**config.mk**
```make
export PLATFORM = sky130hd
export DESIGN_NAME = display_driver_serial_port
export DESIGN_NICKNAME = d
export VERILOG_FILES = /design/src/display_pkg.sv /design/src/pin_sync.sv /design/src/display_driver_serial_port.sv
export SDC_FILE = /design/constraint.sdc
export NUM_CORES = 1
export LEC_CHECK = 0
export ABC_AREA = 1
export BUFFER_PORTS_ARGS = -buffer_cell sky130_fd_sc_hd__buf_2
export CAP_MARGIN = 10
export CORE_MARGIN = 3
export CORE_UTILIZATION = 48
export CTS_CLUSTER_DIAMETER = 40
export CTS_CLUSTER_SIZE = 20
export DETAILED_ROUTE_END_ITERATION = 12
export PLACE_DENSITY = 0.84
export SLEW_MARGIN = 25
export SYNTH_ARGS = -nofsm -noshare
export SYNTH_HDL_FRONTEND = slang
export SYNTH_SLANG_ARGS = --single-unit
```
**constraint.sdc**
```tcl
create_clock -name clk -period 1.3 [get_ports clk]
set_input_delay 0.26 -clock clk [delete_from_list [all_inputs] [get_ports clk]]
set_output_delay 0.26 -clock clk [all_outputs]
set_load 0.03 [all_outputs]
```
**src/display_pkg.sv**
```systemverilog
// Shared constants and carrier types for the display driver serial port
`default_nettype none
package display_pkg;
	localparam int          WORD_BITS    = 16;
	localparam int          DIGITS       = 4;
	localparam int          SEGMENTS     = 7;
	localparam int          SYNC_WIDTH   = 3;
	localparam int          CLK_HZ       = 10_000_000;
	localparam int          SCLK_MAX_HZ  = 10_000_000;
	localparam logic [15:0] WORD_RESET   = 16'h0000;
	localparam logic [3:0]  DIGIT_OFF    = 4'hf;
	localparam logic [6:0]  SEGMENT_OFF  = 7'h00;
	localparam logic        POINT_OFF    = 1'h0;
	localparam logic        CHAIN_RESET  = 1'h0;
	localparam logic        DRIVE_ON_N   = 1'h0;
	localparam logic        SELECT_IDLE  = 1'h1;
	localparam logic        SCLK_IDLE    = 1'h0;
	localparam logic        DIN_IDLE     = 1'h0;

	typedef struct packed {
		logic sclk;
		logic sdin;
		logic latch_select;
	} link_s;

	localparam link_s LINK_IDLE = '{sclk: SCLK_IDLE, sdin: DIN_IDLE, latch_select: SELECT_IDLE};

	typedef enum logic [1:0] {
		ST_BLANK = 2'b01,
		ST_LIVE  = 2'b10
	} display_state_e;
endpackage : display_pkg
`default_nettype wire

```
**src/pin_sync.sv**
```systemverilog
// Three-stage pin synchroniser with agreement filter
`timescale 1ns/1ps
`default_nettype none
module pin_sync #(
	parameter int                WIDTH     = 3,
	parameter logic [WIDTH-1:0]  RESET_VAL = '0
) (
	input  wire logic             clk,
	input  wire logic             reset,
	input  wire logic [WIDTH-1:0] async_in,
	output logic      [WIDTH-1:0] stable_q
);
	logic [WIDTH-1:0] s1_q;
	logic [WIDTH-1:0] s2_q;
	logic [WIDTH-1:0] s3_q;

	// First stage feeds only the second stage
	always_ff @(posedge clk) begin
		if (reset) begin
			s1_q <= RESET_VAL;
			s2_q <= RESET_VAL;
			s3_q <= RESET_VAL;
		end else begin
			s1_q <= async_in;
			s2_q <= s1_q;
			s3_q <= s2_q;
		end
	end

	// A change counts once stages two and three agree
	for (genvar i = 0; i < WIDTH; i++) begin : g_bit
		always_ff @(posedge clk) begin
			if (reset) begin
				stable_q[i] <= RESET_VAL[i];
			end else if (s2_q[i] == s3_q[i]) begin
				stable_q[i] <= s3_q[i];
			end
		end
	end
endmodule : pin_sync
`default_nettype wire

```
**src/display_driver_serial_port.sv**
```systemverilog
// Serial load port and drive-line gating of the four-digit display driver
`timescale 1ns/1ps
`default_nettype none
module display_driver_serial_port #(
	parameter logic CS_VARIANT = 1'h1
) (
	input  wire logic                                 clk,
	input  wire logic                                 reset,
	input  wire logic                                 sclk,
	input  wire logic                                 sdin,
	input  wire logic                                 latch_select,
	input  wire logic [display_pkg::DIGITS-1:0]       digit_on,
	input  wire logic [display_pkg::SEGMENTS-1:0]     segment_on,
	input  wire logic                                 point_on,
	output logic                                      chain_out,
	output logic                                      chain_oe_n,
	output logic [display_pkg::WORD_BITS-1:0]         command_word,
	output logic                                      command_valid,
	output logic                                      configured,
	output logic [display_pkg::DIGITS-1:0]            digit_sink_lines,
	output logic [display_pkg::SEGMENTS-1:0]          segment_source_lines,
	output logic                                      point_source_line
);
	display_pkg::link_s                        link_in;
	display_pkg::link_s                        link_s_q;
	display_pkg::link_s                        link_prev_q;
	display_pkg::display_state_e               state_q;
	display_pkg::display_state_e               state_d;
	logic [display_pkg::WORD_BITS-1:0]         shift_q;
	logic [display_pkg::WORD_BITS-1:0]         shift_d;
	logic [display_pkg::WORD_BITS-1:0]         word_q;
	logic                                      word_valid_q;
	logic                                      out_bit_q;
	logic                                      chain_q;
	logic                                      chain_oe_n_q;
	logic [display_pkg::DIGITS-1:0]            digit_q;
	logic [display_pkg::SEGMENTS-1:0]          segment_q;
	logic                                      point_q;
	logic                                      configured_q;
	wire                                       sclk_rise;
	wire                                       sclk_fall;
	wire                                       select_rise;
	wire                                       clock_gate;
	wire                                       shift_en;
	wire                                       chain_en;
	wire                                       live;
	wire [display_pkg::DIGITS-1:0]             digit_d;
	wire [display_pkg::SEGMENTS-1:0]           segment_d;
	wire                                       point_d;

	// Sampling at 10MHz resolves slow links only; the 10MHz pin limit
	// needs a faster core clock to be met in full
	assign link_in = '{sclk: sclk, sdin: sdin, latch_select: latch_select};

	pin_sync #(
		.WIDTH     (display_pkg::SYNC_WIDTH),
		.RESET_VAL (display_pkg::LINK_IDLE)
	) u_sync (
		.clk      (clk),
		.reset    (reset),
		.async_in (link_in),
		.stable_q (link_s_q)
	);

	always_ff @(posedge clk) begin
		if (reset) begin
			link_prev_q <= display_pkg::LINK_IDLE;
		end else begin
			link_prev_q <= link_s_q;
		end
	end

	assign sclk_rise   = link_s_q.sclk & ~link_prev_q.sclk;
	assign sclk_fall   = ~link_s_q.sclk & link_prev_q.sclk;
	assign select_rise = link_s_q.latch_select & ~link_prev_q.latch_select;
	// Select high masks every serial clock edge in this variant
	assign clock_gate  = ~CS_VARIANT | ~link_s_q.latch_select;
	assign shift_en    = sclk_rise & clock_gate;
	assign chain_en    = sclk_fall & clock_gate;
	assign shift_d     = {shift_q[display_pkg::WORD_BITS-2:0], link_s_q.sdin};

	// Shift register plus one extra stage for the chain delay
	always_ff @(posedge clk) begin
		if (reset) begin
			shift_q   <= display_pkg::WORD_RESET;
			out_bit_q <= display_pkg::CHAIN_RESET;
		end else if (shift_en) begin
			shift_q   <= shift_d;
			out_bit_q <= shift_q[display_pkg::WORD_BITS-1];
		end
	end

	// Half a clock later the oldest bit reaches the pin
	always_ff @(posedge clk) begin
		if (reset) begin
			chain_q <= display_pkg::CHAIN_RESET;
		end else if (chain_en) begin
			chain_q <= out_bit_q;
		end
	end

	// Pin never released, so the enable stays asserted
	always_ff @(posedge clk) begin
		if (reset) begin
			chain_oe_n_q <= display_pkg::DRIVE_ON_N;
		end else begin
			chain_oe_n_q <= display_pkg::DRIVE_ON_N;
		end
	end

	// A cascade commits every device on one select edge
	always_ff @(posedge clk) begin
		if (reset) begin
			word_q       <= display_pkg::WORD_RESET;
			word_valid_q <= 1'h0;
		end else begin
			word_valid_q <= select_rise;
			if (select_rise) begin
				word_q <= shift_q;
			end
		end
	end

	// First commit leaves the blanked state for good
	always_comb begin
		case (state_q)
			display_pkg::ST_BLANK: state_d = select_rise ? display_pkg::ST_LIVE : display_pkg::ST_BLANK;
			display_pkg::ST_LIVE:  state_d = display_pkg::ST_LIVE;
			default:               state_d = display_pkg::ST_BLANK;
		endcase
	end

	always_ff @(posedge clk) begin
		if (reset) begin
			state_q <= display_pkg::ST_BLANK;
		end else begin
			state_q <= state_d;
		end
	end

	assign live = (state_q == display_pkg::ST_LIVE);

	// Own flop so the status pin is not a decode of the state bits
	always_ff @(posedge clk) begin
		if (reset) begin
			configured_q <= 1'h0;
		end else begin
			configured_q <= (state_d == display_pkg::ST_LIVE);
		end
	end

	// Digits sink current; off lines sit at supply
	assign digit_d   = live ? ~digit_on : display_pkg::DIGIT_OFF;
	// Segments source current; off lines sit at ground
	assign segment_d = live ? segment_on : display_pkg::SEGMENT_OFF;
	assign point_d   = live ? point_on : display_pkg::POINT_OFF;

	always_ff @(posedge clk) begin
		if (reset) begin
			digit_q   <= display_pkg::DIGIT_OFF;
			segment_q <= display_pkg::SEGMENT_OFF;
			point_q   <= display_pkg::POINT_OFF;
		end else begin
			digit_q   <= digit_d;
			segment_q <= segment_d;
			point_q   <= point_d;
		end
	end

	assign chain_out            = chain_q;
	assign chain_oe_n           = chain_oe_n_q;
	assign command_word         = word_q;
	assign command_valid        = word_valid_q;
	assign configured           = configured_q;
	assign digit_sink_lines     = digit_q;
	assign segment_source_lines = segment_q;
	assign point_source_line    = point_q;
endmodule : display_driver_serial_port
`default_nettype wire

```
-- After elaboration in Yosys (flattened, before gate mapping)
Index checks and enable logic that the tools add are counted.
- register bits: 64
- input bits: 17
- output and inout bits: 32
- logic and storage cells: 38
- equal/unequal tests: 6
- multiplexer cells: 2
- bitwise operators: 11
- reductions and logical operators: 1
- operator list (operator ; count):
    1-bit bitwise AND ; 5
    1-bit NOT ; 5
    2-bit == test, second input constant ; 2
    4-bit NOT ; 1
    2-bit case mux with 2 select lines ; 1
    1-bit == test ; 3
    2-bit by 1-bit == test with 1-bit output, second input constant ; 1
    2-bit two-way mux ; 1
    2-bit OR reduction ; 1

-- Logic depth before layout (Yosys ltp)
Gate-level depths: netlist of run 1.
- word-level depth: 5
- depth in mapped cells: 6
- depth with buffers taken out: 6

-- Hierarchy
A second synthesis of run 1 with hierarchy kept.
- cell total of the unflattened synthesis: 277
- area total of the unflattened synthesis: 2321.0 um2
- by module, submodules not included (module ; instances ; cells each ; area an instance (um2) ; sequential area each (um2)):
    display_driver_serial_port ; 1 ; 234 ; 1946.9 ; 1041.0
    pin_sync ; 1 ; 43 ; 374.1 ; 240.2

-- Worst setup path after synthesis of run 1
No wires, ideal clock.
- kind: register to register
- start: reg state_q[0]
- end: reg state_q[1]
- library setup time: 70 ps
- arrival: 999 ps
- required time: 1230 ps
- slack: 231 ps
- cell stages (with the launch flop): 5
- path buffers: 0
- period minus slack after synthesis: 1069 ps
- cell sequence: dfxtp_1 -> inv_1 -> ha_1 -> or2_2 -> a21oi_1
- longest elaborated chain between the ends: 2
- elaborated cells on any way between the ends: 3
- those cells by class: eq/ne (2); mux (1)
- RTL lines (what ; line ; RTL):
    from (decl) ; display_driver_serial_port.sv:27 ; display_pkg::display_state_e state_q;
    from (signal assigned) ; display_driver_serial_port.sv:135 ; state_q <= display_pkg::ST_BLANK;
    from (signal assigned) ; display_driver_serial_port.sv:137 ; state_q <= state_d;
    2-bit == test / 2-bit by 1-bit == test with 1-bit output (equally long branches) ; display_driver_serial_port.sv:126 ; case (state_q)
    2-bit case mux with 2 select lines (*) ; display_driver_serial_port.sv:126 ;
Mark *: on every way between the ends. The rest lies on a longest branch, timed or not.
A chain may end at the register's enable or synchronous reset.

-- Worst setup path after layout of run 1
- start: reg u_sync.stable_q[0]
- end: reg shift_q[5] in the netlist's numbering
- longest elaborated chain between the ends: 2
- RTL lines (what ; line ; RTL):
    from (decl) ; pin_sync.sv:11 ; output logic [WIDTH-1:0] stable_q
    from (signal, indexed assignment) ; pin_sync.sv:34 ; stable_q[i] <= RESET_VAL[i];
    from (signal, indexed assignment) ; pin_sync.sv:36 ; stable_q[i] <= s3_q[i];
    1-bit NOT ; display_driver_serial_port.sv:77 ; assign clock_gate = ~CS_VARIANT | ~link_s_q.latch_select;
    1-bit bitwise AND ; display_driver_serial_port.sv:78 ; assign shift_en = sclk_rise & clock_gate;
    to (signal assigned) ; display_driver_serial_port.sv:85 ; shift_q <= display_pkg::WORD_RESET;
    to (signal assigned) ; display_driver_serial_port.sv:88 ; shift_q <= shift_d;
    to (decl) ; display_driver_serial_port.sv:29 ; logic [display_pkg::WORD_BITS-1:0] shift_q;
Every way passes these cells.

==> metrics.md, run 1 <==
| Metric | Value |
|---|---|
| Status | finished clean |
| Root buf cell | clkbuf_8 |
| Final setup fails | 0 |
| Post-Syn Area | 0.00229 mm² |
| Sw power | 711 µW |
| CTS tree | built |
| Post-route DRC | 0 |
| Mux cell area share after synthesis | 0 |
| FF-to-FF End | shift_q[5] |
| Most frequent cells in the layout | nor2_1 (89), dfxtp_1 (64), buf_2 (47) |
| I/O pin total | 49 |
| Initial antenna violation count | 0 |
| Vias | 1,737 |
| Yosys cell types | 22 |
| FP Rows | 24 |
| Synthesized area per cell | 7.99 µm² |
| Hold Path Class | input pin to register |
| Final Max Slew Viols | 0 |
| Area Overhead vs Synth | 16.7% |
| Core Box Area | 0.00447 mm² |
| Clock power share | 0.410 |
| Post-synthesis xor/xnor area fraction | 0 |
| Pre-Repair DR Iteration Count | 5 |
| Critical Path Source Type | register |
| H-tree levels | 3 |
| Critical Path RT | 1520 ps |
| Routed wire length | 3.68 mm |
| Largest net degree at the start of global routing | 40 |
| Routing usage on met3 | 0.0841 |
| Syn Inst Count | 286 |
| GRT busiest layer | met2 |
| Hold Buf Count CTS | 0 |
| WL/cell | 9.41 µm |
| Iter 0 DRT Violations | 73 |
| Hold Path Depth | 2 |
| RR Startpoint | u_sync.stable_q[0] |
| Worst skew pair latency | 330 ps |
| Fraction of the mapped netlist area in adder cells | 0.0164 |
| Commonest non-fill, non-tap cell in the layout | nor2_1 |
| Global Route met2 Usage | 0.267 |
| Worst r2r path cells | 4 |
| Starting Density | 0.511 |
| Nets | 355 |
| Post-cts sizing count | 0 |
| Crit path kind | register to register |
| CP Cell Sequence | inv_2, nand3_4, nor2_1, nor2_1 |
| Mapped Nets | 306 |
| VDD IR max | 0.000762 V |
| Final Wtd Congestion | 0.709 |
| Die Area | 0.00563 mm² |
| I/O Buffers | 47 |
| Max_cap viols | 0 |
| CP endpoint kind | register |
| Grt ovf | 0 |
| Die Width | 75.0 µm |
| CTS Buf Count | 9 |
| Final setup TNS | 0 ps |
| Post-DP HPWL | 2.44 mm |
| First-pass GRT wire length | 6.34 mm |
| Synth Register Bits | 64 |
| Vias in the first global route | 1,604 |
| Skew final | 2.53 ps |
| N_diodes | 0 |
| RSZ-0062 raised after global routing | false |
| Hold Crit Start | digit_on[2] |
| Register area share after synthesis | 0.560 |
| Fillers | 406 |
| Ys Warns | 0 |
| Combinational Power Share | 0.026 |
| PwrDens | 1320 mW/mm² |
| Final-report hold violation count | 0 |
| Pint | 2.80 mW |
| Postcts setup bufs | 0 |
| Post-synthesis compound-gate area fraction | 0.0515 |
| Total track usage | 0.153 |
| Met1 Use GR | 0.150 |
| Synth Area in Simple Gates | 0.250 |
| Worst Path Max Fanout | 34 |
| WP data arrival | 1350 ps |
| P_leak | 1.41 nW |
| Reg2Reg Setup Slack | 170 ps |
| Hold Path Sink | digit_sink_lines[2] |
| Most frequent cell on the critical path | nor2_1 |
| Util after Layout | 0.596 |
| Reg power frac | 0.564 |
| Share of post-route cells with drive strength above 1 | 0.206 |
| CTS clk-pin slew, worst paths | 60 ps |
| Tmin final | 1130 ps |
| Antenna Nets Post-Route | 0 |
| Peak Freq | 0.882 GHz |
| Vias per Instance | 4.44 |
| Largest family of logic cells by synthesized area | simple AND/OR/NAND/NOR gates |
| Worst-case clock buffer depth | 2 |
| Chip Height | 75.0 µm |
| Largest stage delay, worst path | 350 ps |
| Slowest cell on the critical path | dfxtp_1 |
| Post-synth EDFFs | 0 |
| Net Sw Frac | 0.202 |
| Clk sink count | 64 |
| Synth async-reset ratio | 0 |
| Commonest register cell after synthesis | dfxtp_1 |
| Final Cycle Share | 0.872 |
| Final Power | 3.51 mW |
[synth_stat cells (2+ instances only)]
| master | count | area [µm²] |
|---|---|---|
| ha_1 | 3 | 37.5 |
| nor2_1 | 89 | 334 |
| buf_6 | 4 | 45.0 |
| inv_1 | 40 | 150 |
| a21oi_1 | 4 | 20.0 |
| nor2_2 | 2 | 12.5 |
| dfxtp_1 | 64 | 1280 |
| nand2_1 | 44 | 165 |
| clkbuf_8 | 2 | 27.5 |
| o21ai_0 | 18 | 90.1 |
| buf_4 | 2 | 15.0 |
| or2_2 | 4 | 25.0 |
[state kept, by name, summed over array words and instances, names as in the netlist, 2 cells and up]
name and flops:
u_sync.stable_q 3, command_word 16, shift_q 16, u_sync.s3_q 3
digit_sink_lines 4, link_prev_q 2, state_q 2, u_sync.s2_q 3
segment_source_lines 7, u_sync.s1_q 3
[kinds of logic (layout without fill, tap and decap cells)]
kind of cell,Yosys count,in the layout
flops,64,64
fa+ha+maj,3,3
buf+inv,53,106
simple gates,142,142
compound gates,23,23
other cells,1,1
[worst max-delay path by stage]
stage / start / end / slack (ps) / cells past startpoint
2_1_floorplan: state_q[0] / state_q[1] / 230 / 4
3_3_place_gp: state_q[0] / state_q[1] / 220 / 4
3_5_place_dp: state_q[0] / state_q[1] / 180 / 4
4_1_cts: command_word[4] / command_word[4] / 150 / 1
5_1_grt: state_q[0] / segment_source_lines[4] / 20 / 6
6_report: u_sync.stable_q[0] / shift_q[5] / 170 / 4
[power by group through the flow]
stage,combinational (mW),sequential [mW],clock [mW]
2_1_floorplan,0.0614,2.03,0
3_3_place_gp,0.0911,2.02,0
3_5_place_dp,0.0923,2.02,0
4_1_cts,0.0928,1.98,1.49
5_1_grt,0.106,1.98,1.58
6_report,0.0915,1.98,1.44
[area by class of cell]
type / instances / area [µm²] / area share
repair buffers: 49 / 263 / 0.0985
well taps: 52 / 65.1 / 0.0244
flip-flops and latches: 64 / 1280 / 0.480
multi-input cells: 169 / 729 / 0.273
clock buffers: 15 / 166 / 0.0624
inverters: 42 / 163 / 0.0610
[metrics by stage]
step | std cells | instance area [µm²] | hold WS [ps] | setup slack (ps)
4_1_cts | 391 | 2670 | 66.4 | 146
5_1_grt | 391 | 2670 | 60.0 | 24.1
3_3_place_gp | 376 | 2500 | 389 | 217
6_report | 391 | 2670 | 84.6 | 167
2_1_floorplan | 286 | 2290 | 329 | 231
3_5_place_dp | 376 | 2500 | 394 | 179
[per-layer routing]
layer  routed length (µm)  share of wire
met1                 1560           0.42
met2                 1810           0.49
met3                  245          0.067
met4                   61          0.017
met5                    0              0
[critical path, delay by kind of cell (launching register included)]
family,cells,cell delay (ps)
buf+inv,1,100
simple gates,3,560
flops,1,350
(Power assumes the default switching activity.)
==> run 2, diff against run 1 <==
--- a/config.mk
+++ b/config.mk
@@ -13,6 +13,7 @@
 export CTS_CLUSTER_DIAMETER = 40
 export CTS_CLUSTER_SIZE = 20
 export DETAILED_ROUTE_END_ITERATION = 12
+export HOLD_SLACK_MARGIN = 0.1
 export PLACE_DENSITY = 0.84
 export SLEW_MARGIN = 25
 export SYNTH_ARGS = -nofsm -noshare
==> run 2 against run 1 <==
  * Cell count up 1.3%
  * Combinational power up 13%
  * Global-route usage up 0.20 points
  * Wire length up 1.5%
  * First-iteration DRC count up 5.5%
  * Register-to-register slack about the same
  * Sequential share of layout area down 0.88 points
  * Non-clock buffer count up 5
  * Setup slack about the same
  * Clock power about the same
  * Sequential power about the same
  * Critical path type unchanged
  * Largest power group unchanged
  * Highest routed layer unchanged
==> metrics.md, run 2 (synthesis results as in run 1) <==
| Metric | Value |
|---|---|
| Reg2Reg Setup Slack | 170 ps (about the same) |
| Grt ovf | 0 (unchanged) |
| Post-cts sizing count | 0 (unchanged) |
| CTS clk-pin slew, worst paths | 60 ps (about the same) |
| I/O Buffers | 47 (unchanged) |
| Post-route DRC | 0 (unchanged) |
| Fin cells | 396 (was 391) |
| Hold Path Depth | 3 (was 2) |
| Pre-Repair DR Iteration Count | 5 (unchanged) |
| Worst Path Max Fanout | 34 (unchanged) |
| VDD IR max | 0.000765 V (was 0.000762 V) |
| Max_cap viols | 0 (unchanged) |
| PwrDens | 1300 mW/mm² (was 1320 mW/mm²) |
| Hold Path Sink | u_sync.s1_q[2] (was digit_sink_lines[2]) |
| Vias per Instance | 4.44 (about the same) |
| Most frequent cells in the layout | nor2_1 (89), dfxtp_1 (64), buf_2 (47) (unchanged) |
| Hold Buf Count CTS | 5 (was 0) |
| WL/cell | 9.44 µm (was 9.41 µm) |
| Largest stage delay, worst path | 350 ps (about the same) |
| Worst r2r path cells | 4 (unchanged) |
| Vias | 1,759 (was 1,737) |
| Status | finished clean (unchanged) |
| Peak Freq | 0.882 GHz (about the same) |
| RR Startpoint | u_sync.stable_q[0] (unchanged) |
| CP delay by family, top | simple AND/OR/NAND/NOR gates (unchanged) |
| Routed wire length | 3.74 mm (was 3.68 mm) |
| P_leak | 1.43 nW (was 1.41 nW) |
| Final setup TNS | 0 ps (unchanged) |
| Util after Layout | 0.607 (was 0.596) |
| Core Box Area | 0.00447 mm² (unchanged) |
| Final Max Slew Viols | 0 (unchanged) |
| Commonest non-fill, non-tap cell in the layout | nor2_1 (unchanged) |
| Most frequent cell on the critical path | nor2_1 (unchanged) |
| Postcts setup bufs | 0 (unchanged) |
| Post-DP HPWL | 2.44 mm (unchanged) |
| Worst-case clock buffer depth | 2 (unchanged) |
| Crit path kind | register to register (unchanged) |
| CTS Buf Count | 9 (unchanged) |
| Area Overhead vs Synth | 18.9% (was 16.7%) |
| First-pass GRT wire length | 6.43 mm (was 6.34 mm) |
| CP endpoint kind | register (unchanged) |
| Hold Path Class | input pin to register (unchanged) |
| Nets | 360 (was 355) |
| Antenna Nets Post-Route | 0 (unchanged) |
| Iter 0 DRT Violations | 77 (was 73) |
| FF-to-FF End | shift_q[5] (unchanged) |
| RSZ-0062 raised after global routing | false (unchanged) |
| Final Wtd Congestion | 0.709 (unchanged) |
| Root buf cell | clkbuf_8 (unchanged) |
| Chip Height | 75.0 µm (unchanged) |
| Initial antenna violation count | 0 (unchanged) |
| H-tree levels | 3 (unchanged) |
| CP bufs+invs | 1 (unchanged) |
| Critical Path RT | 1520 ps (about the same) |
| Final Cycle Share | 0.872 (about the same) |
| Tmin final | 1130 ps (about the same) |
| Worst skew pair latency | 330 ps (about the same) |
| Hold Crit Start | sclk (was digit_on[2]) |
| Final-report hold violation count | 0 (unchanged) |
| Critical Path Source Type | register (unchanged) |
| CP Cell Sequence | inv_2, nand3_4, nor2_1, nor2_1 (unchanged) |
| Share of post-route cells with drive strength above 1 | 0.203 (was 0.206) |
| Placed Cells | 376 (unchanged) |
| N_diodes | 0 (unchanged) |
| Die Area | 0.00563 mm² (unchanged) |
| Slowest cell on the critical path | dfxtp_1 (unchanged) |
| FP Rows | 24 (unchanged) |
| Vias in the first global route | 1,639 (was 1,604) |
| Starting Density | 0.511 (unchanged) |
| Final setup fails | 0 (unchanged) |
| WP data arrival | 1350 ps (about the same) |
| Total track usage | 0.155 (was 0.153) |
| Skew final | 2.43 ps (was 2.53 ps) |
| I/O pin total | 49 (unchanged) |
| Clk sink count | 64 (unchanged) |
| Die Width | 75.0 µm (unchanged) |
| Largest net degree at the start of global routing | 40 (unchanged) |
| CTS tree | built (unchanged) |
run 2: cell count changes in the layout (fill, tap and decap cells not counted), sizes merged:
cell,change
dlygate4sd3,+5
run 2: worst max path at each step:
stage	startpoint	to	slack, ps	depth (start not counted)
finish	u_sync.stable_q[0]	shift_q[5]	170	4
floorplan	state_q[0]	state_q[1]	230	4
global route	state_q[0]	segment_source_lines[4]	20	6
global placement	state_q[0]	state_q[1]	220	4
detailed placement	state_q[0]	state_q[1]	180	4
CTS	command_word[4]	command_word[4]	150	1
run 2: layer usage:
| layer | vias up | track usage | routed length [µm] |
|---|---|---|---|
| li1 | 949 | - | - |
| met1 | 754 | 0.150 | 1570 |
| met2 | 48 | 0.275 | 1860 |
| met3 | 8 | 0.0841 | 241 |
| met4 | 0 | 0.0632 | 61 |
| met5 | - | 0 | 0 |
run 2: cell type report:
type	instances	area, µm²
Fill cell	398	1760
Sequential cell	64	1280
Multi-Input combinational cell	169	729
Timing Repair Buffer	54	313
Clock buffer	15	166
Inverter	42	163
Tap cell	52	65.1
run 2: worst min-delay path: stages:
cell and delay [ps]:
buf_2 80, inv_1 30, nor2_1 60
run 2: power breakdown:
group / leakage (nW) / internal [mW] / switching (mW)
logic: 0.827 / 0.0489 / 0.0543
registers: 0.517 / 1.97 / 0.00533
clock network: 0.0838 / 0.789 / 0.654
run 2: per-stage QoR:
step                setup WS [ps]  power (mW)  area (µm²)  hold slack (ps)
global placement              217        2.11        2500              389
finish                        166        3.53        2720              138
detailed placement            179        2.12        2500              394
global route                 24.1        3.68        2720              119
CTS                           146        3.58        2720              117
floorplan                     231        2.09        2290              329
